File: config.mk
export PLATFORM = sky130hd
export DESIGN_NAME = cpu_exception_sequencer
export DESIGN_NICKNAME = d
export VERILOG_FILES = /design/src/exc_seq_pkg.sv /design/src/cpu_exception_sequencer.sv
export VERILOG_INCLUDE_DIRS = /design/src
export SDC_FILE = /design/constraint.sdc
export NUM_CORES = 1
export LEC_CHECK = 0
export ABC_CLOCK_PERIOD_IN_PS = 6600
export BUFFER_PORTS_ARGS = -buffer_cell sky130_fd_sc_hd__buf_2
export CORE_AREA = 2 2 231 233
export CTS_CLUSTER_DIAMETER = 150
export DETAILED_ROUTE_END_ITERATION = 8
export DIE_AREA = 0 0 233 235
export PLACE_DENSITY = 0.55
export SLEW_MARGIN = 15
export SYNTH_ARGS = -nofsm -noshare
export SYNTH_HDL_FRONTEND = slang
export SYNTH_SLANG_ARGS = --single-unit
File: constraint.sdc
create_clock -name clk -period 6.6 [get_ports clk]
set_clock_uncertainty 0.15 [all_clocks]
set_input_delay 0.99 -clock clk [delete_from_list [all_inputs] [get_ports clk]]
set_output_delay 0.99 -clock clk [all_outputs]
set_load 0.02 [all_outputs]
File: src/exc_seq_cfg.svh
`ifndef EXC_SEQ_CFG_SVH
`define EXC_SEQ_CFG_SVH

// vector numbers of the fixed exception sources
`define VEC_GEN_ILLEGAL  8'h04
`define VEC_SLOT_ILLEGAL 8'h06
`define VEC_CPU_ADDR_ERR 8'h09
`define VEC_DMA_ADDR_ERR 8'h0a
`define VEC_NMI          8'h0b
`define VEC_BREAK        8'h0c
`define VEC_EXT_BASE     8'h40

// priority levels
`define LVL_NMI          5'h10
`define LVL_BREAK        4'hf
`define MASK_AFTER_NMI   4'hf

// interrupt mask field inside the status word
`define SR_MASK_LSB      4
`define SR_MASK_MSB      7

// address map: peripheral space and external space bounds
`define PERIPH_LO        32'hffff_0000
`define EXT_LO           32'h0100_0000
`define EXT_HI           32'hfeff_ffff

// stack step and vector entry scaling
`define STACK_STEP       32'h0000_0004
`define VEC_SHIFT        2

// undefined codes with guaranteed behaviour
`define UNDEF_TOP_NIBBLE 4'hf

`endif

File: src/exc_seq_pkg.sv
package exc_seq_pkg;

	typedef enum logic [1:0] {
		SIZE_BYTE = 2'b00,
		SIZE_WORD = 2'b01,
		SIZE_LONG = 2'b10
	} access_size_t;

	typedef enum logic [1:0] {
		MASTER_CPU  = 2'b00,
		MASTER_DMA  = 2'b01,
		MASTER_XFER = 2'b10
	} bus_master_t;

	typedef enum logic [2:0] {
		ST_IDLE    = 3'b000,
		ST_PUSH_SR = 3'b001,
		ST_PUSH_PC = 3'b010,
		ST_VECTOR  = 3'b011,
		ST_JUMP    = 3'b100
	} seq_state_t;

endpackage

File: src/cpu_exception_sequencer.sv
`timescale 1ns/10ps
`include "exc_seq_cfg.svh"

// Operation
// - odd or peripheral fetch is address error
// - single-chip mode: external space access errors
// - odd 16-bit data access errors, any master
// - unaligned 32-bit data access errors, any master
// - peripheral space data accesses never error
// - error taken once the instruction finishes
// - push status then faulting or branch address
// - fetch vector, jump without delay slot
// - nmi, break, eight pins, peripheral sources
// - levels 0..16, nmi 16 accepted at any mask
// - break level 15, still maskable
// - pin and peripheral levels 0 to 15
// - accept only when level exceeds mask
// - push, then mask gets level; nmi 15
// - trap pushes next address, uses immediate
// - undefined or pc change in slot
// - slot illegal pushes branch target address
// - undefined outside slot pushes own address
// - only 0xF000..0xFFFF undefined codes guaranteed
// - slot faults taken before the branch
// - interrupts held across delayed branch slot
// - interrupts held one instruction after ctrl ld/st
// - vector address is base plus four times number
// - each push predecrements stack by four
module cpu_exception_sequencer
	import exc_seq_pkg::*;
#(
	parameter int EXT_PINS = 8
) (
	// clock and reset
	input  wire logic                  clk,
	input  wire logic                  reset,
	// mode
	input  wire logic                  single_chip_mode,
	// instruction fetch monitor
	input  wire logic                  fetch_valid,
	input  wire logic [31:0]           fetch_addr,
	// data access monitor
	input  wire logic                  data_valid,
	input  wire access_size_t          data_size,
	input  wire bus_master_t           data_master,
	input  wire logic [31:0]           data_addr,
	// retire boundary from the pipeline
	input  wire logic                  retire,
	input  wire logic [15:0]           retire_code,
	input  wire logic [31:0]           retire_addr,
	input  wire logic [31:0]           retire_next_addr,
	input  wire logic                  retire_undefined,
	input  wire logic                  retire_pc_change,
	input  wire logic                  retire_dly_branch,
	input  wire logic                  retire_in_slot,
	input  wire logic [31:0]           retire_branch_addr,
	input  wire logic [31:0]           retire_branch_target,
	input  wire logic                  retire_trap,
	input  wire logic [7:0]            retire_trap_vector,
	input  wire logic                  retire_ctrl_ldst,
	// cpu state
	input  wire logic [31:0]           status_word,
	input  wire logic [31:0]           stack_pointer,
	input  wire logic [31:0]           vector_base,
	// interrupt requests
	input  wire logic                  nmi_req,
	input  wire logic                  break_req,
	input  wire logic [EXT_PINS-1:0]   external_request_pins,
	input  wire logic [EXT_PINS*4-1:0] priority_level_regs,
	input  wire logic                  periph_req,
	input  wire logic [3:0]            periph_level,
	input  wire logic [7:0]            periph_vector,
	// address error flags
	output logic                       fetch_fault,
	output logic                       data_fault,
	// sequencer status and interrupt acknowledge
	output logic                       seq_busy,
	output logic                       int_ack,
	output logic [7:0]                 int_ack_vector,
	// stack write port
	output logic                       stack_wr,
	output logic [31:0]                stack_addr,
	output logic [31:0]                stack_data,
	input  wire logic                  stack_ack,
	// vector read port
	output logic                       vec_rd,
	output logic [31:0]                vec_addr,
	input  wire logic                  vec_ack,
	input  wire logic [31:0]           vec_data,
	// results to the cpu
	output logic                       jump_valid,
	output logic [31:0]                jump_addr,
	output logic                       sp_write,
	output logic [31:0]                sp_value,
	output logic                       mask_write,
	output logic [3:0]                 interrupt_mask_bits
);

	seq_state_t  state;
	seq_state_t  next_state;
	logic        cpu_err_pend;
	logic        dma_err_pend;
	logic [31:0] saved_sr;
	logic [31:0] saved_pc;
	logic [31:0] sp_work;
	logic [7:0]  vec_num;
	logic        is_int;
	logic [3:0]  int_mask_new;

	// address classification
	wire in_periph_f = fetch_addr >= `PERIPH_LO;
	wire in_ext_f    = fetch_addr >= `EXT_LO && fetch_addr <= `EXT_HI;
	wire in_periph_d = data_addr >= `PERIPH_LO;
	wire in_ext_d    = data_addr >= `EXT_LO && data_addr <= `EXT_HI;
	wire next_fetch_fault = fetch_valid && (fetch_addr[0] || in_periph_f
		|| (single_chip_mode && in_ext_f));
	wire word_odd  = data_size == SIZE_WORD && data_addr[0];
	wire long_mis  = data_size == SIZE_LONG && data_addr[1:0] != 2'b00;
	wire next_data_fault = data_valid && ((!in_periph_d && (word_odd || long_mis))
		|| (single_chip_mode && in_ext_d));
	// faults raised by the sequencer's own stacking are ignored to avoid looping
	wire idle      = state == ST_IDLE;
	wire cpu_fault = idle && (next_fetch_fault
		|| (next_data_fault && data_master == MASTER_CPU));
	wire dma_fault = idle && next_data_fault && data_master != MASTER_CPU;

	// interrupt ranking: chain of maxima over pins, peripheral and break
	logic [3:0] cand_lvl [EXT_PINS+1];
	logic [7:0] cand_vec [EXT_PINS+1];
	logic       cand_any [EXT_PINS+1];
	assign cand_lvl[0] = `LVL_BREAK;
	assign cand_vec[0] = `VEC_BREAK;
	assign cand_any[0] = break_req;
	genvar g;
	generate
		for (g = 0; g < EXT_PINS; g++) begin : g_rank
			wire [3:0] lvl  = priority_level_regs[g*4 +: 4];
			wire       wins = external_request_pins[g] && (!cand_any[g] || lvl > cand_lvl[g]);
			assign cand_lvl[g+1] = wins ? lvl : cand_lvl[g];
			assign cand_vec[g+1] = wins ? (`VEC_EXT_BASE + 8'(g)) : cand_vec[g];
			assign cand_any[g+1] = cand_any[g] || external_request_pins[g];
		end
	endgenerate
	wire        p_wins   = periph_req && (!cand_any[EXT_PINS] || periph_level > cand_lvl[EXT_PINS]);
	wire [3:0]  best_lvl = p_wins ? periph_level : cand_lvl[EXT_PINS];
	wire [7:0]  best_vec = p_wins ? periph_vector : cand_vec[EXT_PINS];
	wire        best_any = cand_any[EXT_PINS] || periph_req;
	wire [3:0]  cur_mask = status_word[`SR_MASK_MSB:`SR_MASK_LSB];
	wire        mask_ok  = best_any && best_lvl > cur_mask;
	// boundary after a delayed branch or a control-register move blocks interrupts;
	// requests are levels, so a held one is simply seen again next boundary
	wire        int_block = retire_dly_branch || retire_ctrl_ldst;
	wire        take_int  = retire && idle && !int_block && (nmi_req || mask_ok);

	// instruction exceptions
	wire undef_code = retire_undefined || retire_code[15:12] == `UNDEF_TOP_NIBBLE;
	wire slot_ill   = retire_in_slot && (undef_code || retire_pc_change);
	wire gen_ill    = !retire_in_slot && undef_code;
	wire take_aerr  = retire && idle && (cpu_err_pend || dma_err_pend || cpu_fault || dma_fault);
	wire take_ill   = retire && idle && (slot_ill || gen_ill);
	wire take_trap  = retire && idle && retire_trap;
	wire take_any   = take_aerr || take_ill || take_trap || take_int;
	wire aerr_cpu   = cpu_err_pend || cpu_fault;

	// cause selection: address error, illegal, trap, then interrupt
	wire [7:0] sel_vec =
		take_aerr ? (aerr_cpu ? `VEC_CPU_ADDR_ERR : `VEC_DMA_ADDR_ERR) :
		take_ill  ? (slot_ill ? `VEC_SLOT_ILLEGAL : `VEC_GEN_ILLEGAL) :
		take_trap ? retire_trap_vector :
		nmi_req   ? `VEC_NMI : best_vec;
	wire [31:0] sel_pc =
		take_aerr ? (retire_in_slot ? retire_branch_addr : retire_addr) :
		take_ill  ? (slot_ill ? retire_branch_target : retire_addr) :
		retire_next_addr;
	wire        sel_int  = !take_aerr && !take_ill && !take_trap;
	wire [3:0]  sel_mask = nmi_req ? `MASK_AFTER_NMI : best_lvl;

	always_comb begin
		next_state = state;
		unique case (state)
			ST_IDLE:    if (take_any) next_state = ST_PUSH_SR;
			ST_PUSH_SR: if (stack_ack) next_state = ST_PUSH_PC;
			ST_PUSH_PC: if (stack_ack) next_state = ST_VECTOR;
			ST_VECTOR:  if (vec_ack) next_state = ST_JUMP;
			ST_JUMP:    next_state = ST_IDLE;
			default:    next_state = ST_IDLE;
		endcase
	end

	assign seq_busy = !idle;
	assign stack_wr = state == ST_PUSH_SR || state == ST_PUSH_PC;
	assign vec_rd   = state == ST_VECTOR;
	assign stack_addr = sp_work - `STACK_STEP;
	assign stack_data = state == ST_PUSH_SR ? saved_sr : saved_pc;
	assign vec_addr   = vector_base + {22'h0, vec_num, 2'b00};

	always_ff @(posedge clk or posedge reset) begin
		if (reset) begin
			state <= ST_IDLE;
		end else begin
			state <= next_state;
		end
	end

	// sticky error flags: a fault stays until its own master's error is taken,
	// so a dma fault landing on a cpu error boundary is not lost
	always_ff @(posedge clk or posedge reset) begin
		if (reset) begin
			cpu_err_pend <= 1'b0;
			dma_err_pend <= 1'b0;
			fetch_fault  <= 1'b0;
			data_fault   <= 1'b0;
		end else begin
			fetch_fault  <= next_fetch_fault;
			data_fault   <= next_data_fault;
			cpu_err_pend <= (cpu_err_pend || cpu_fault) && !(take_aerr && aerr_cpu);
			dma_err_pend <= (dma_err_pend || dma_fault) && !(take_aerr && !aerr_cpu);
		end
	end

	always_ff @(posedge clk or posedge reset) begin
		if (reset) begin
			saved_sr     <= 32'h0000_0000;
			saved_pc     <= 32'h0000_0000;
			vec_num      <= 8'h00;
			is_int       <= 1'b0;
			int_mask_new <= 4'h0;
		end else if (idle && take_any) begin
			saved_sr     <= status_word;
			saved_pc     <= sel_pc;
			vec_num      <= sel_vec;
			is_int       <= sel_int;
			int_mask_new <= sel_mask;
		end
	end

	always_ff @(posedge clk or posedge reset) begin
		if (reset) begin
			sp_work <= 32'h0000_0000;
		end else if (idle && take_any) begin
			sp_work <= stack_pointer;
		end else if (stack_wr && stack_ack) begin
			sp_work <= sp_work - `STACK_STEP;
		end
	end

	always_ff @(posedge clk or posedge reset) begin
		if (reset) begin
			jump_valid          <= 1'b0;
			jump_addr           <= 32'h0000_0000;
			sp_write            <= 1'b0;
			sp_value            <= 32'h0000_0000;
			mask_write          <= 1'b0;
			interrupt_mask_bits <= 4'h0;
			int_ack             <= 1'b0;
			int_ack_vector      <= 8'h00;
		end else begin
			// non-delayed jump: no slot instruction runs after the vector fetch
			jump_valid          <= vec_rd && vec_ack;
			sp_write            <= vec_rd && vec_ack;
			mask_write          <= vec_rd && vec_ack && is_int;
			int_ack             <= take_int && sel_int;
			if (vec_rd && vec_ack) begin
				jump_addr           <= vec_data;
				sp_value            <= sp_work;
				interrupt_mask_bits <= int_mask_new;
			end
			if (take_int && sel_int) begin
				int_ack_vector <= sel_vec;
			end
		end
	end

	chk_fetch_odd: assert property (@(posedge clk) disable iff (reset)
		fetch_valid && fetch_addr[0] |=> fetch_fault)
		else $error("odd fetch not flagged");
	chk_word_odd: assert property (@(posedge clk) disable iff (reset)
		data_valid && data_size == SIZE_WORD && data_addr[0] && !in_periph_d |=> data_fault)
		else $error("odd word access not flagged");
	chk_periph_ok: assert property (@(posedge clk) disable iff (reset)
		data_valid && in_periph_d |=> !data_fault)
		else $error("peripheral access flagged");
	chk_push_order: assert property (@(posedge clk) disable iff (reset)
		state == ST_PUSH_SR && stack_ack |=> state == ST_PUSH_PC && stack_data == saved_pc)
		else $error("program counter push out of order");
	chk_sp_step: assert property (@(posedge clk) disable iff (reset)
		state == ST_PUSH_PC |-> stack_addr == $past(stack_pointer, 1) - 32'h8
			|| $past(state) == ST_PUSH_PC)
		else $error("second push not at stack minus eight");
	chk_vec_addr: assert property (@(posedge clk) disable iff (reset)
		vec_rd |-> vec_addr == vector_base + 32'(vec_num) * 4)
		else $error("vector entry address wrong");
	chk_nmi_mask: assert property (@(posedge clk) disable iff (reset)
		mask_write && int_ack_vector == `VEC_NMI |-> interrupt_mask_bits == `MASK_AFTER_NMI)
		else $error("nmi mask not fifteen");
	chk_slot_hold: assert property (@(posedge clk) disable iff (reset)
		retire && (retire_dly_branch || retire_ctrl_ldst) |=> !int_ack)
		else $error("interrupt taken at held boundary");
	chk_mask_gate: assert property (@(posedge clk) disable iff (reset)
		int_ack && int_ack_vector != `VEC_NMI |-> $past(best_lvl) > $past(cur_mask))
		else $error("interrupt accepted at or below mask");

endmodule

# Word level (Yosys, flattened, before mapping)

Index checks and enable logic that the tools add are counted.
W data, S select, Z words.

Register bits: 195
Bits of input ports: 417
Output and inout bits: 181
Word-level logic and storage cells: 187

Add/subtract/negate cells: 2
Order comparisons: 16
Equal/unequal tests: 10
Multiplexer cells: 37
Reductions and logical operators: 104

Operators by type and width:

| operator                | number |
|---|---|
| $mux W32                | 7 |
| $ge A32 B25 Y1 const B  | 2 |
| $ge A32 B32 Y1 const B  | 2 |
| $le A32 B32 Y1 const B  | 2 |
| $mux W7                 | 8 |
| $logic_and A1 B1 Y1     | 42 |
| $mux W4                 | 10 |
| $mux W8                 | 5 |
| $logic_or A1 B1 Y1      | 37 |
| $gt A4 B4 Y1            | 9 |
| $add A32 B10 Y32        | 1 |
| $sub A32 B3 Y32 const B | 1 |
| $logic_not A1 Y1        | 19 |
| $mux W3                 | 4 |
| $pmux W3 S4             | 1 |
| $eq A3 B2 Y1 const B    | 2 |
| $reduce_bool A2 Y1      | 3 |
| $eq A4 B4 Y1 const B    | 1 |
| $gt A4 B4 Y1 const B    | 1 |
| $mux W2                 | 2 |
| $ne A2 B1 Y1 const B    | 2 |
| $ne A2 B2 Y1 const B    | 2 |
| $reduce_and A4 Y1       | 1 |
| $eq A3 B1 Y1 const B    | 1 |
| other kinds (4)         | 4 |

# Longest topological paths before layout

Gate-level depths: netlist (run 1).

Depth after elaboration: 43
Depth in mapped cells: 91
Gate-level depth less buffers: 86

# Worst setup path before layout (run 1)

No wires, ideal clock.

Path type: input-to-reg
From: input port break_req
To: register saved_pc[10]
Library setup time: 0.083 ns
Arrival time: 16.292 ns
Required time: 6.367 ns
Slack: -9.924 ns
Stages on the path: 88
Path buffers: 6
Cells stage by stage: buf_4 nand2b_1 nor2_1 ha_1 nor4bb_1 or3_1 o21ai_2 a41o_1 mux2_4 ha_1 nand2_1 o21ai_0 a21boi_0 mux2i_1 a21boi_1 mux2i_1 inv_1 ha_1 (+52 left out) and2_1 clkbuf_1 nor3_1 a221oi_4 ha_1 nor2b_1 o21ai_0 nand2b_1 a21oi_1 a41oi_1 o31a_1 o21ai_0 and3_1 clkbuf_1 clkbuf_1 buf_1 nand2_1 o21ai_0

Cells in the longest elaborated chain, start to end: 42
Elaborated cells on any way between the ends: 59
Classes of those cells: order compare: 9; mux: 9; reduce/logical: 41

RTL lines:

| item                    | line                           | RTL |
|---|---|---|
| from (decl)             | cpu_exception_sequencer.sv:67  | `input wire logic break_req,` |
| $logic_not A1 Y1        | cpu_exception_sequencer.sv:138 | `wire wins = external_request_pins[g] && (!cand_any[g] \|\| lvl > cand_lvl[g]);` |
| $logic_or A1 B1 Y1      | cpu_exception_sequencer.sv:138 |  |
| $logic_and A1 B1 Y1     | cpu_exception_sequencer.sv:138 |  |
| $mux W4                 | cpu_exception_sequencer.sv:139 | `assign cand_lvl[g+1] = wins ? lvl : cand_lvl[g];` |
| $gt A4 B4 Y1            | cpu_exception_sequencer.sv:138 |  |
| $logic_or A1 B1 Y1      | cpu_exception_sequencer.sv:138 |  |
| $logic_and A1 B1 Y1     | cpu_exception_sequencer.sv:138 |  |
| $mux W4                 | cpu_exception_sequencer.sv:139 |  |
| (+26 left out)          | --                             |  |
| $logic_and A1 B1 Y1     | cpu_exception_sequencer.sv:144 | `wire p_wins = periph_req && (!cand_any[EXT_PINS] \|\| periph_level > cand_lvl[EXT_PINS]);` |
| $mux W4                 | cpu_exception_sequencer.sv:145 | `wire [3:0] best_lvl = p_wins ? periph_level : cand_lvl[EXT_PINS];` |
| $gt A4 B4 Y1            | cpu_exception_sequencer.sv:149 | `wire mask_ok = best_any && best_lvl > cur_mask;` |
| $logic_and A1 B1 Y1 (*) | cpu_exception_sequencer.sv:149 |  |
| $logic_or A1 B1 Y1 (*)  | cpu_exception_sequencer.sv:153 | `wire take_int = retire && idle && !int_block && (nmi_req \|\| mask_ok);` |
| $logic_and A1 B1 Y1 (*) | cpu_exception_sequencer.sv:153 |  |
| $logic_or A1 B1 Y1 (*)  | cpu_exception_sequencer.sv:162 | `wire take_any = take_aerr \|\| take_ill \|\| take_trap \|\| take_int;` |
| $logic_and A1 B1 Y1 (*) | cpu_exception_sequencer.sv:228 | `end else if (idle && take_any) begin` |
| to (signal assigned)    | cpu_exception_sequencer.sv:230 | `saved_pc <= sel_pc;` |
| to (decl)               | cpu_exception_sequencer.sv:104 | `logic [31:0] saved_pc;` |

Every way passes the cells marked *; elsewhere a longest branch is shown, timed or not.
A chain may end at the register's enable or synchronous reset.

# Worst setup path after layout (run 1)

From: input port break_req
To: register saved_sr[6]

Cells in the longest elaborated chain, start to end: 42
Elaborated cells on any way between the ends: 59
Classes of those cells: order compare: 9; mux: 9; reduce/logical: 41

RTL lines:

| item                    | line                           | RTL |
|---|---|---|
| $logic_not A1 Y1        | cpu_exception_sequencer.sv:138 |  |
| $logic_or A1 B1 Y1      | cpu_exception_sequencer.sv:138 |  |
| $logic_and A1 B1 Y1     | cpu_exception_sequencer.sv:138 |  |
| $mux W4                 | cpu_exception_sequencer.sv:139 |  |
| $gt A4 B4 Y1            | cpu_exception_sequencer.sv:138 |  |
| $logic_or A1 B1 Y1      | cpu_exception_sequencer.sv:138 |  |
| $logic_and A1 B1 Y1     | cpu_exception_sequencer.sv:138 |  |
| $mux W4                 | cpu_exception_sequencer.sv:139 |  |
| (+26 left out)          | --                             |  |
| $logic_and A1 B1 Y1     | cpu_exception_sequencer.sv:144 |  |
| $mux W4                 | cpu_exception_sequencer.sv:145 |  |
| $gt A4 B4 Y1            | cpu_exception_sequencer.sv:149 |  |
| $logic_and A1 B1 Y1 (*) | cpu_exception_sequencer.sv:149 |  |
| $logic_or A1 B1 Y1 (*)  | cpu_exception_sequencer.sv:153 |  |
| $logic_and A1 B1 Y1 (*) | cpu_exception_sequencer.sv:153 |  |
| $logic_or A1 B1 Y1 (*)  | cpu_exception_sequencer.sv:162 |  |
| $logic_and A1 B1 Y1 (*) | cpu_exception_sequencer.sv:228 |  |
| to (signal assigned)    | cpu_exception_sequencer.sv:229 | `saved_sr <= status_word;` |
| to (decl)               | cpu_exception_sequencer.sv:103 | `logic [31:0] saved_sr;` |

Marked as above.

==> impl_metrics.toml, run 1 <==
[outcome]
outcome = "finished, violations left"
violations = "setup timing"

[logic_synthesis]
syn-num-nets = 2005
synth_flop_cell = "dfrtp_1"
synth_compound_area_frac = 0.180
synth_area_leaders = "dfrtp_1 39%, nand2_1 13%, o21ai_0 4.9%"
yosys.area.top_type = "dfrtp_1"
synth-simple-area-share = 0.243
yosysTopAreaCellShare = 0.395
synth_top_family_by_area = "simple AND/OR/NAND/NOR gates"
synthTopCellsByCount = "427 x nand2_1, 195 x dfrtp_1, 127 x nor2_1"
seq_area_frac_synth = 0.395
yosysWarnings = 0
synthAdderAreaFrac = 0.0407
synthMuxAreaShare = 0.0501
yosys.cell_count.top_type = "nand2_1"
synth_seq_cells = 195
synth_xor_area_frac = 0.0418
synth_edf_count = 0
syn_avg_cell_area_um2 = 7.97
synth_cell_types = 78
ys_async_sr_fraction = 1.00
syn_inst = 1550
syn_area_um2 = 12400

[worst_setup_path]
cp-start-kind = "input port"
r2r_slack_ps = 2150
critPathArrivalTime_ps = 14770
r2r-end = "sp_work[31]$_DFFE_PP0P_"
criticalPathCategory = "input port to flop"
max_stage_delay_ps = 360
worstPathRequired_ps = 6870
r2r_cells = 13
r2r_start = "sp_work[4]$_DFFE_PP0P_"
cpMostUsedCell = "o21ai_1"
endpoint_kind = "flop"
cp_max_fo = 8
critPathSlowestCell = "o31ai_4"

[die]
core_um2 = 52200
pin_count = 598
initial_core_util = 0.237
fp.dieW_um = 233
fp.dieArea_um2 = 54800
core.rowCount = 84
die_h_um = 235

[global_route]
grt_max_degree = 134
grt_usage = 0.183
grt_pass1_vias = 13600
groute.layer.met1.usage = 0.212
antenna_found_initial = 14
grt_pass1_wl_um = 76600
gr-max-usage-layer = "met2"
grt-ovfl-total = 0
grt_util_met2 = 0.311
use_met3 = 0.0539

[timing]
whs_ps = 321
rsz0062_at_grt = "true"
slew_headroom = 0.370
finalSetupViolations = 119
fin_crit_sh = 2.20
finalMaxSlewViolations = 0
min_period_ps = 14490
finalHoldViolations = 0
worst_pin_slew_ps = 943
fmax_mhz = 69.0
finalWorstSetupSlack_ps = -7890

[clock_tree]
clkSinkCount = 195
htree_levels = 4
cts.path.max_buffers = 2
clk_latency_ps = 500
ctsRootBufferMaster = "clkbuf_16"
cts_made_buffers = 17
cts_tree = "yes"
clk_pin_slew_ps = 90

[cells_and_area]
area_delta_synth_final_pct = 57.0
n_fill_cell = 5404
drive_gt1_frac = 0.467
final_nets = 2700

[route]
drtIter0Drc = 585
first_pass_iters = 5
wl_per_cell_um = 18.3
viasPerCell = 4.73
dr_total_vias = 14000
ant_nets = 0
drc = 0
routed_wl_um = 53900

[placed_design]
dp_slack_ps = -8900
io_buffers = 552
place_congestion = 0.890
dp_hpwl_um = 40100

[power]
power.leakage_nw = 9.91
powerDensity_nw_per_um2 = 487
ir_drop_uv = 222

[hold_path]
min_delay_path_depth = 2
whs_endpoint = "saved_sr[29]$_DFFE_PP0P_"
worstHoldStart = "saved_sr[29]$_DFFE_PP0P_"
hold_class = "flop to flop"

[job]
maxCapViolations = 0
[worst max-delay path: cells and delay by family]
kind	cells	cell delay, ps
and+or+nand+nor	22	3030
adders and majority gates	10	2400
buffers and inverters	8	1040
muxes	7	1860
AOI/OAI and AO/OA	38	5440
[worst max-delay path by stage]
stage / slack (ps) / end / cells past startpoint / from
2_1_floorplan: -8060 / sp_work[14]$_DFFE_PP0P_ / 88 / break_req
3_3_place_gp: -8400 / sp_work[7]$_DFFE_PP0P_ / 81 / break_req
3_5_place_dp: -8900 / sp_work[14]$_DFFE_PP0P_ / 81 / break_req
4_1_cts: -7820 / sp_work[7]$_DFFE_PP0P_ / 85 / break_req
5_1_grt: -8740 / saved_sr[6]$_DFFE_PP0P_ / 86 / break_req
6_report: -7890 / saved_sr[6]$_DFFE_PP0P_ / 85 / break_req
[timing repair]
action | in CTS | in global routing
hold buffers | 0 | 0
pin swaps | 31 | 94
hold endpoints to repair | 0 | 0
buffers inserted | 34 | 18
setup endpoints to repair | 119 | 119
gates resized for setup | 40 | 200
cloned | 3 | 15
[cell type report]
| type | instances | area (um2) | share of cell area |
|---|---|---|---|
| clock inverters | 15 | 180 | 0.00928 |
| diodes | 6 | 15.0 | 0.000774 |
| inverters | 65 | 251 | 0.0130 |
| multi-input cells | 1201 | 7930 | 0.409 |
| clock buffers | 17 | 425 | 0.0219 |
| repair buffers | 765 | 4860 | 0.251 |
| flip-flops and latches | 195 | 4880 | 0.251 |
| well taps | 688 | 861 | 0.0444 |
[power by group]
part           internal, W  total, W  switching, W  leakage, nW
sequential         0.00176   0.00223      0.000472         2.42
combinational      0.00266   0.00612       0.00346         7.20
clock             0.000514   0.00110      0.000586        0.295
[state kept, by name, summed over array words and instances (netlist names), 3 cells and up]
signal	cells
saved_sr	32
interrupt_mask_bits	4
int_mask_new	4
sp_work	32
jump_addr	32
vec_num	8
sp_value	32
saved_pc	32
state	3
int_ack_vector	8
[cell families (layout without fill, tap and decap cells)]
logic type | Yosys count | in the layout
other | 0 | 6
multiplexers | 54 | 54
buffers and inverters | 155 | 862
AO/OA/AOI/OAI | 341 | 341
flip-flops | 195 | 195
adder cells (fa/ha/maj) | 40 | 40
XOR/XNOR | 59 | 59
AND/OR/NAND/NOR | 706 | 707
[cell usage in the layout, fill, tap and decap left out, types with 27 or more instances in the layout]
master,n
a21oi_1,69
a221oi_1,32
buf_2,551
buf_4,172
clkbuf_16,27
dfrtp_1,195
inv_1,60
mux2_2,35
nand2_1,347
nand2_2,49
nand2_4,30
nand3_1,28
nor2_1,123
o21ai_0,58
o21ai_1,31
o21ai_2,35
xnor2_1,31
xor2_1,28
[through the flow]
| step | utilization | area (um2) | setup TNS (ps) | std cells | power, W |
|---|---|---|---|---|---|
| 5_1_grt | 0.371 | 19400 | -1027340 | 2949 | 0.0101 |
| 2_1_floorplan | - | 12800 | -939960 | 1550 | 0.00531 |
| 6_report | 0.372 | 19400 | -925840 | 2952 | 0.00945 |
| 4_1_cts | 0.350 | 18300 | -919630 | 2915 | 0.00852 |
| 3_3_place_gp | 0.329 | 17200 | -984510 | 2846 | 0.00699 |
| 3_5_place_dp | 0.329 | 17200 | -1040060 | 2846 | 0.00708 |
[per-layer routing]
layer / up-vias / wire, um / share of wire
met2: 485 / 26500 / 0.49
met4: 14 / 1680 / 0.031
met5: - / 97 / 0.0018
met1: 6640 / 21600 / 0.40
met3: 85 / 4040 / 0.075
li1: 6727 / - / -
Note: power is estimated with default switching activity, not from simulation.
==> run 2, diff against run 1 <==
- ABC_AREA: default -> 1
- ABC_CLOCK_PERIOD_IN_PS: 6600 -> 18550
- CORE_AREA: 2 2 231 233 -> 4 4 232 234
- DIE_AREA: 0 0 233 235 -> 0 0 236 238
- PLACE_DENSITY: 0.55 -> 0.53
- clock period: 6.6 -> 18.55 ns (I/O delays scaled with it)
==> run 2 against run 1 <==
The flow now finishes without violations. Critical path type unchanged. Flip-flop and latch count stayed put. Die area is 2.6% higher. Setup slack better by 9800 ps. Largest power group unchanged. Via count is 6.8% lower. Clock-buffer cell count stayed put. Synthesized area is 2.1% lower. Cell area is 17% lower. Sequential power is 67% lower.
==> impl_metrics.toml, run 2 <==
[route]
ant_nets = 0
wl_per_cell_um = 16.1
routed_wl_um = 46500
drc = 0
dr_total_vias = 13000
viasPerCell = 4.50
first_pass_iters = 6
drtIter0Drc = 672

[timing]
finalMaxSlewViolations = 0
rsz0062_at_grt = "false"
finalSetupViolations = 0
fmax_mhz = 59.9
finalHoldViolations = 0
min_period_ps = 16690
slew_headroom = 0.279
setup_tns_ps = 0
worst_pin_slew_ps = 1080
fin_crit_sh = 0.900

[clock_tree]
cts_resized = 0
cts_made_buffers = 17
cts.path.max_buffers = 2
clkSinkCount = 195
clk_pin_slew_ps = 80
cts_hold_buf = 0
clk_latency_ps = 490
htree_levels = 4
cts_setup_buffers = 0
ctsRootBufferMaster = "clkbuf_16"
cts_tree = "yes"

[die]
initial_core_util = 0.233
pin_count = 598
core_um2 = 52000
fp.dieW_um = 236
fp.dieArea_um2 = 56200
core.rowCount = 84
die_h_um = 238

[worst_setup_path]
critPathSlowestCell = "inv_1"
r2r_slack_ps = 12410
cpMostUsedCell = "nand2_1"
r2r-end = "sp_value[26]$_DFFE_PP0P_"
criticalPathCategory = "input port to flop"
worstPathRequired_ps = 18710
cp-start-kind = "input port"
r2r_start = "state[2]$_DFFE_PP0P_"
r2r_cells = 19
max_stage_delay_ps = 780
endpoint_kind = "flop"
critPathArrivalTime_ps = 16850
cp_max_fo = 29

[logic_synthesis]
synth_flop_cell = "dfrtp_1"
synth_seq_cells = 195
yosys.area.top_type = "dfrtp_1"
ys_async_sr_fraction = 1.00
seq_area_frac_synth = 0.403
yosys.cell_count.top_type = "nand2_1"
syn-num-nets = 2137
synth_edf_count = 0
syn_inst = 1682
syn_avg_cell_area_um2 = 7.19
yosysTopAreaCellShare = 0.403
synthTopCellsByCount = "488 x nand2_1, 269 x o21ai_0, 205 x inv_1"
yosysWarnings = 0
synth_area_leaders = "dfrtp_1 40%, nand2_1 15%, o21ai_0 11%"
synth_cell_types = 47
syn_area_um2 = 12100

[power]
powerDensity_nw_per_um2 = 168
ir_drop_uv = 75.4
power_w = 0.00270
power.leakage_nw = 8.63

[job]
maxCapViolations = 0

[global_route]
grt-ovfl-total = 0
grt_pass1_wl_um = 70900
antenna_found_initial = 14
grt_usage = 0.160
grt_pass1_vias = 12700
grt_max_degree = 129

[cells_and_area]
seqCellArea_um2 = 4880
drive_gt1_frac = 0.295
area_delta_synth_final_pct = 32.9
n_fill_cell = 5740
layout_commonest_cell = "buf_2"
multi_input_area_um2 = 6120
final_nets = 2639
layout_common_cells = "552 x buf_2, 487 x nand2_1, 269 x o21ai_0"

[hold_path]
hold_class = "flop to flop"
worstHoldStart = "jump_addr[6]$_DFFE_PP0P_"
whs_endpoint = "jump_addr[6]$_DFFE_PP0P_"
min_delay_path_depth = 2

[placed_design]
io_buffers = 552
place_congestion = 0.869
dp_hpwl_um = 36300

[outcome]
outcome = "finished clean"
[run 2: cell types whose count changed in the layout (fill, tap and decap cells not counted), moves of 23 or more]
cell	delta
xnor2_1	-23
a221oi_1	-32
a21oi_1	-50
a31oi_1	+25
buf_4	-164
nand2_4	-23
o21ai_2	-34
mux2_2	-35
inv_1	+142
nor2_1	-25
nand2_2	-28
nand3_1	+26
nand2_1	+140
o21ai_0	+211
[run 2: layout make-up]
cell class | count | area share
Multi-Input combinational cell | 1196 | 0.381
Sequential cell | 195 | 0.303
Timing Repair Buffer | 560 | 0.176
Tap cell | 688 | 0.0535
Inverter | 214 | 0.0504
Clock buffer | 17 | 0.0265
Clock inverter | 14 | 0.00910
Antenna cell | 6 | 0.000934
[run 2: cells by family after synthesis]
logic type | count (synthesis) | synth area share
buffers and inverters | 291 | 0.0932
XOR/XNOR | 43 | 0.0311
flip-flops | 195 | 0.403
adder cells (fa/ha/maj) | 38 | 0.0399
AO/OA/AOI/OAI | 390 | 0.182
AND/OR/NAND/NOR | 725 | 0.251
[run 2: through the flow]
step                      std cells  setup slack (ps)  cell area, um2  hold WS [ps]   util
after CTS                      2884              1630           16100           325  0.309
after global routing           2887               188           16100           335  0.309
final                          2890              1860           16100           321  0.309
after global placement         2853              1270           15500           301  0.298
after floorplan                1682              4600           12100           292      -
after detailed placement       2853              1110           15500           303  0.298
[run 2: report_power, final]
| part | total, W | internal (W) | switching (W) |
|---|---|---|---|
| registers | 0.000738 | 0.000635 | 0.000103 |
| clock network | 0.000378 | 0.000178 | 0.000200 |
| logic | 0.00159 | 0.000492 | 0.00110 |
[run 2: how the worst max path moves through the flow]
| stage | startpoint | to | slack (ps) | cells after the start |
|---|---|---|---|---|
| finish | break_req | sp_work[4]$_DFFE_PP0P_ | 1860 | 100 |
| global placement | break_req | sp_work[4]$_DFFE_PP0P_ | 1270 | 100 |
| detailed placement | break_req | sp_work[3]$_DFFE_PP0P_ | 1110 | 100 |
| global route | break_req | sp_work[4]$_DFFE_PP0P_ | 190 | 102 |
| CTS | break_req | sp_work[4]$_DFFE_PP0P_ | 1630 | 100 |
| floorplan | external_request_pins[0] | sp_work[13]$_DFFE_PP0P_ | 4600 | 103 |
[run 2: layer usage]
layer | up-vias | part of all wire | GRT usage
met4 | 18 | 0.024 | 0.0509
met2 | 395 | 0.47 | 0.262
met5 | - | 0.0026 | 0
li1 | 6480 | - | -
met1 | 6021 | 0.44 | 0.203
met3 | 83 | 0.067 | 0.0485
[run 2: critical path, delay by kind of cell]
kind	cells	cell delay, ps
and+or+nand+nor	54	5260
AOI/OAI and AO/OA	21	3490
adders and majority gates	9	2640
buffers and inverters	16	2620
==> run 3, diff against run 2 <==
- CAP_MARGIN: default -> 15
- PLACE_DENSITY: 0.53 -> default
==> run 3 against run 2 <==
Die area unchanged. Critical path depth unchanged. Flip-flop and latch count unchanged. Clock power increased by 5%. Non-clock buffer count increased by 5. Maximum frequency increased by 4.1%. Combinational power about the same. Setup slack improved by 660 ps. First-iteration DRC count decreased by 4.5%. Sequential power about the same. Largest cell class unchanged.
==> impl_metrics.toml, run 3 (synthesis gave the netlist of run 2 again) <==
[worst_setup_path]
max_stage_delay_ps = 780
endpoint_kind = "flop"
worst-path-buf-inv = 16
critPathArrivalTime_ps = 16180
cpMostUsedCell = "nand2_1"
worstPathRequired_ps = 18710
r2r_slack_ps = 13330
cp_top_family = "simple AND/OR/NAND/NOR gates"
cp-start-kind = "input port"
criticalPathCategory = "input port to flop"
cp_max_fo = 29
critPathSlowestCell = "inv_1"

[timing]
finalHoldViolations = 0
min_period_ps = 16030
rsz0062_at_grt = "false"
slew_headroom = 0.258
fmax_mhz = 62.4
finalMaxSlewViolations = 0
finalWorstSetupSlack_ps = 2520
finalSetupViolations = 0
fin_crit_sh = 0.864
setup_tns_ps = 0
worst_pin_slew_ps = 1110

[clock_tree]
cts_hold_buf = 0
cts_made_buffers = 17
clk_pin_slew_ps = 80
cts_setup_buffers = 0
clk_latency_ps = 480
cts_tree = "yes"
cts.path.max_buffers = 2
clkSinkCount = 195
cts_resized = 0
htree_levels = 4
ctsRootBufferMaster = "clkbuf_16"

[global_route]
grt_pass1_wl_um = 68800
grt-ovfl-total = 0
grt_max_degree = 107
grt_usage = 0.155
grt_pass1_vias = 12100
antenna_found_initial = 10

[cells_and_area]
layout_common_cells = "552 x buf_2, 487 x nand2_1, 269 x o21ai_0"
n_fill_cell = 5790
layout_commonest_cell = "buf_2"
drive_gt1_frac = 0.296
area_delta_synth_final_pct = 33.6
final_nets = 2644
seqCellArea_um2 = 4880
multi_input_area_um2 = 6120

[die]
fp.dieArea_um2 = 56200
fp.dieW_um = 236
core_um2 = 52000
core.rowCount = 84
initial_core_util = 0.233
die_h_um = 238
pin_count = 598

[placed_design]
place_congestion = 0.845
dp_hpwl_um = 35600
dp_slack_ps = 1870
io_buffers = 552

[power]
power.leakage_nw = 8.66
power_w = 0.00272
powerDensity_nw_per_um2 = 168
ir_drop_uv = 80.0

[hold_path]
hold_class = "flop to flop"

[route]
viasPerCell = 4.38
ant_nets = 0
first_pass_iters = 4
drtIter0Drc = 642
wl_per_cell_um = 15.6
routed_wl_um = 45200
dr_total_vias = 12700
drc = 0

[outcome]
outcome = "finished clean"

[job]
maxCapViolations = 0
run 3: cell type report:
type / count / area share
Antenna cell: 5 / 0.000774
Tap cell: 688 / 0.0533
Inverter: 214 / 0.0502
Clock buffer: 17 / 0.0263
Timing Repair Buffer: 565 / 0.177
Clock inverter: 14 / 0.0120
Multi-Input combinational cell: 1196 / 0.379
Sequential cell: 195 / 0.302
run 3: per-layer routing:
metal,share of wire,GRT usage,wire length [um]
met1,0.44,0.203,19800
met2,0.48,0.255,21500
met3,0.068,0.0405,3060
met4,0.016,0.0432,736
met5,0.0017,0,76
run 3: worst paths after layout:
| kind | startpoint | to | cells past startpoint |
|---|---|---|---|
| worst max-delay path | break_req | sp_work[10]$_DFFE_PP0P_ | 100 |
| worst min-delay path | jump_addr[5]$_DFFE_PP0P_ | jump_addr[5]$_DFFE_PP0P_ | 2 |
| worst max register to register | state[2]$_DFFE_PP0P_ | sp_work[10]$_DFFE_PP0P_ | 19 |
| worst min register to register | jump_addr[5]$_DFFE_PP0P_ | jump_addr[5]$_DFFE_PP0P_ | 2 |
| max in group asynchronous | reset | saved_pc[23]$_DFFE_PP0P_ | 3 |
| min in group asynchronous | reset | jump_addr[2]$_DFFE_PP0P_ | 2 |
run 3: power by group:
part	switching, W	internal [W]
sequential	0.000101	0.000635
clock	0.000191	0.000204
combinational	0.00109	0.000493
total	0.00138	0.00133
run 3: through the flow:
| step | area, um2 | cells | utilization | hold slack (ps) |
|---|---|---|---|---|
| 6_report | 16200 | 2894 | 0.311 | 315 |
| 5_1_grt | 16200 | 2891 | 0.311 | 338 |
| 4_1_cts | 16200 | 2889 | 0.310 | 322 |
| 3_5_place_dp | 15500 | 2858 | 0.299 | 303 |
| 3_3_place_gp | 15500 | 2858 | 0.299 | 299 |
| 2_1_floorplan | 12100 | 1682 | - | 292 |
run 3: worst reg2reg max path, delay by kind of cell, from the launching register on:
family                 cells  cell delay, ps
buffers and inverters      7            1850
and+or+nand+nor            7            1630
AOI/OAI and AO/OA          5            1030
DFF                        1             400
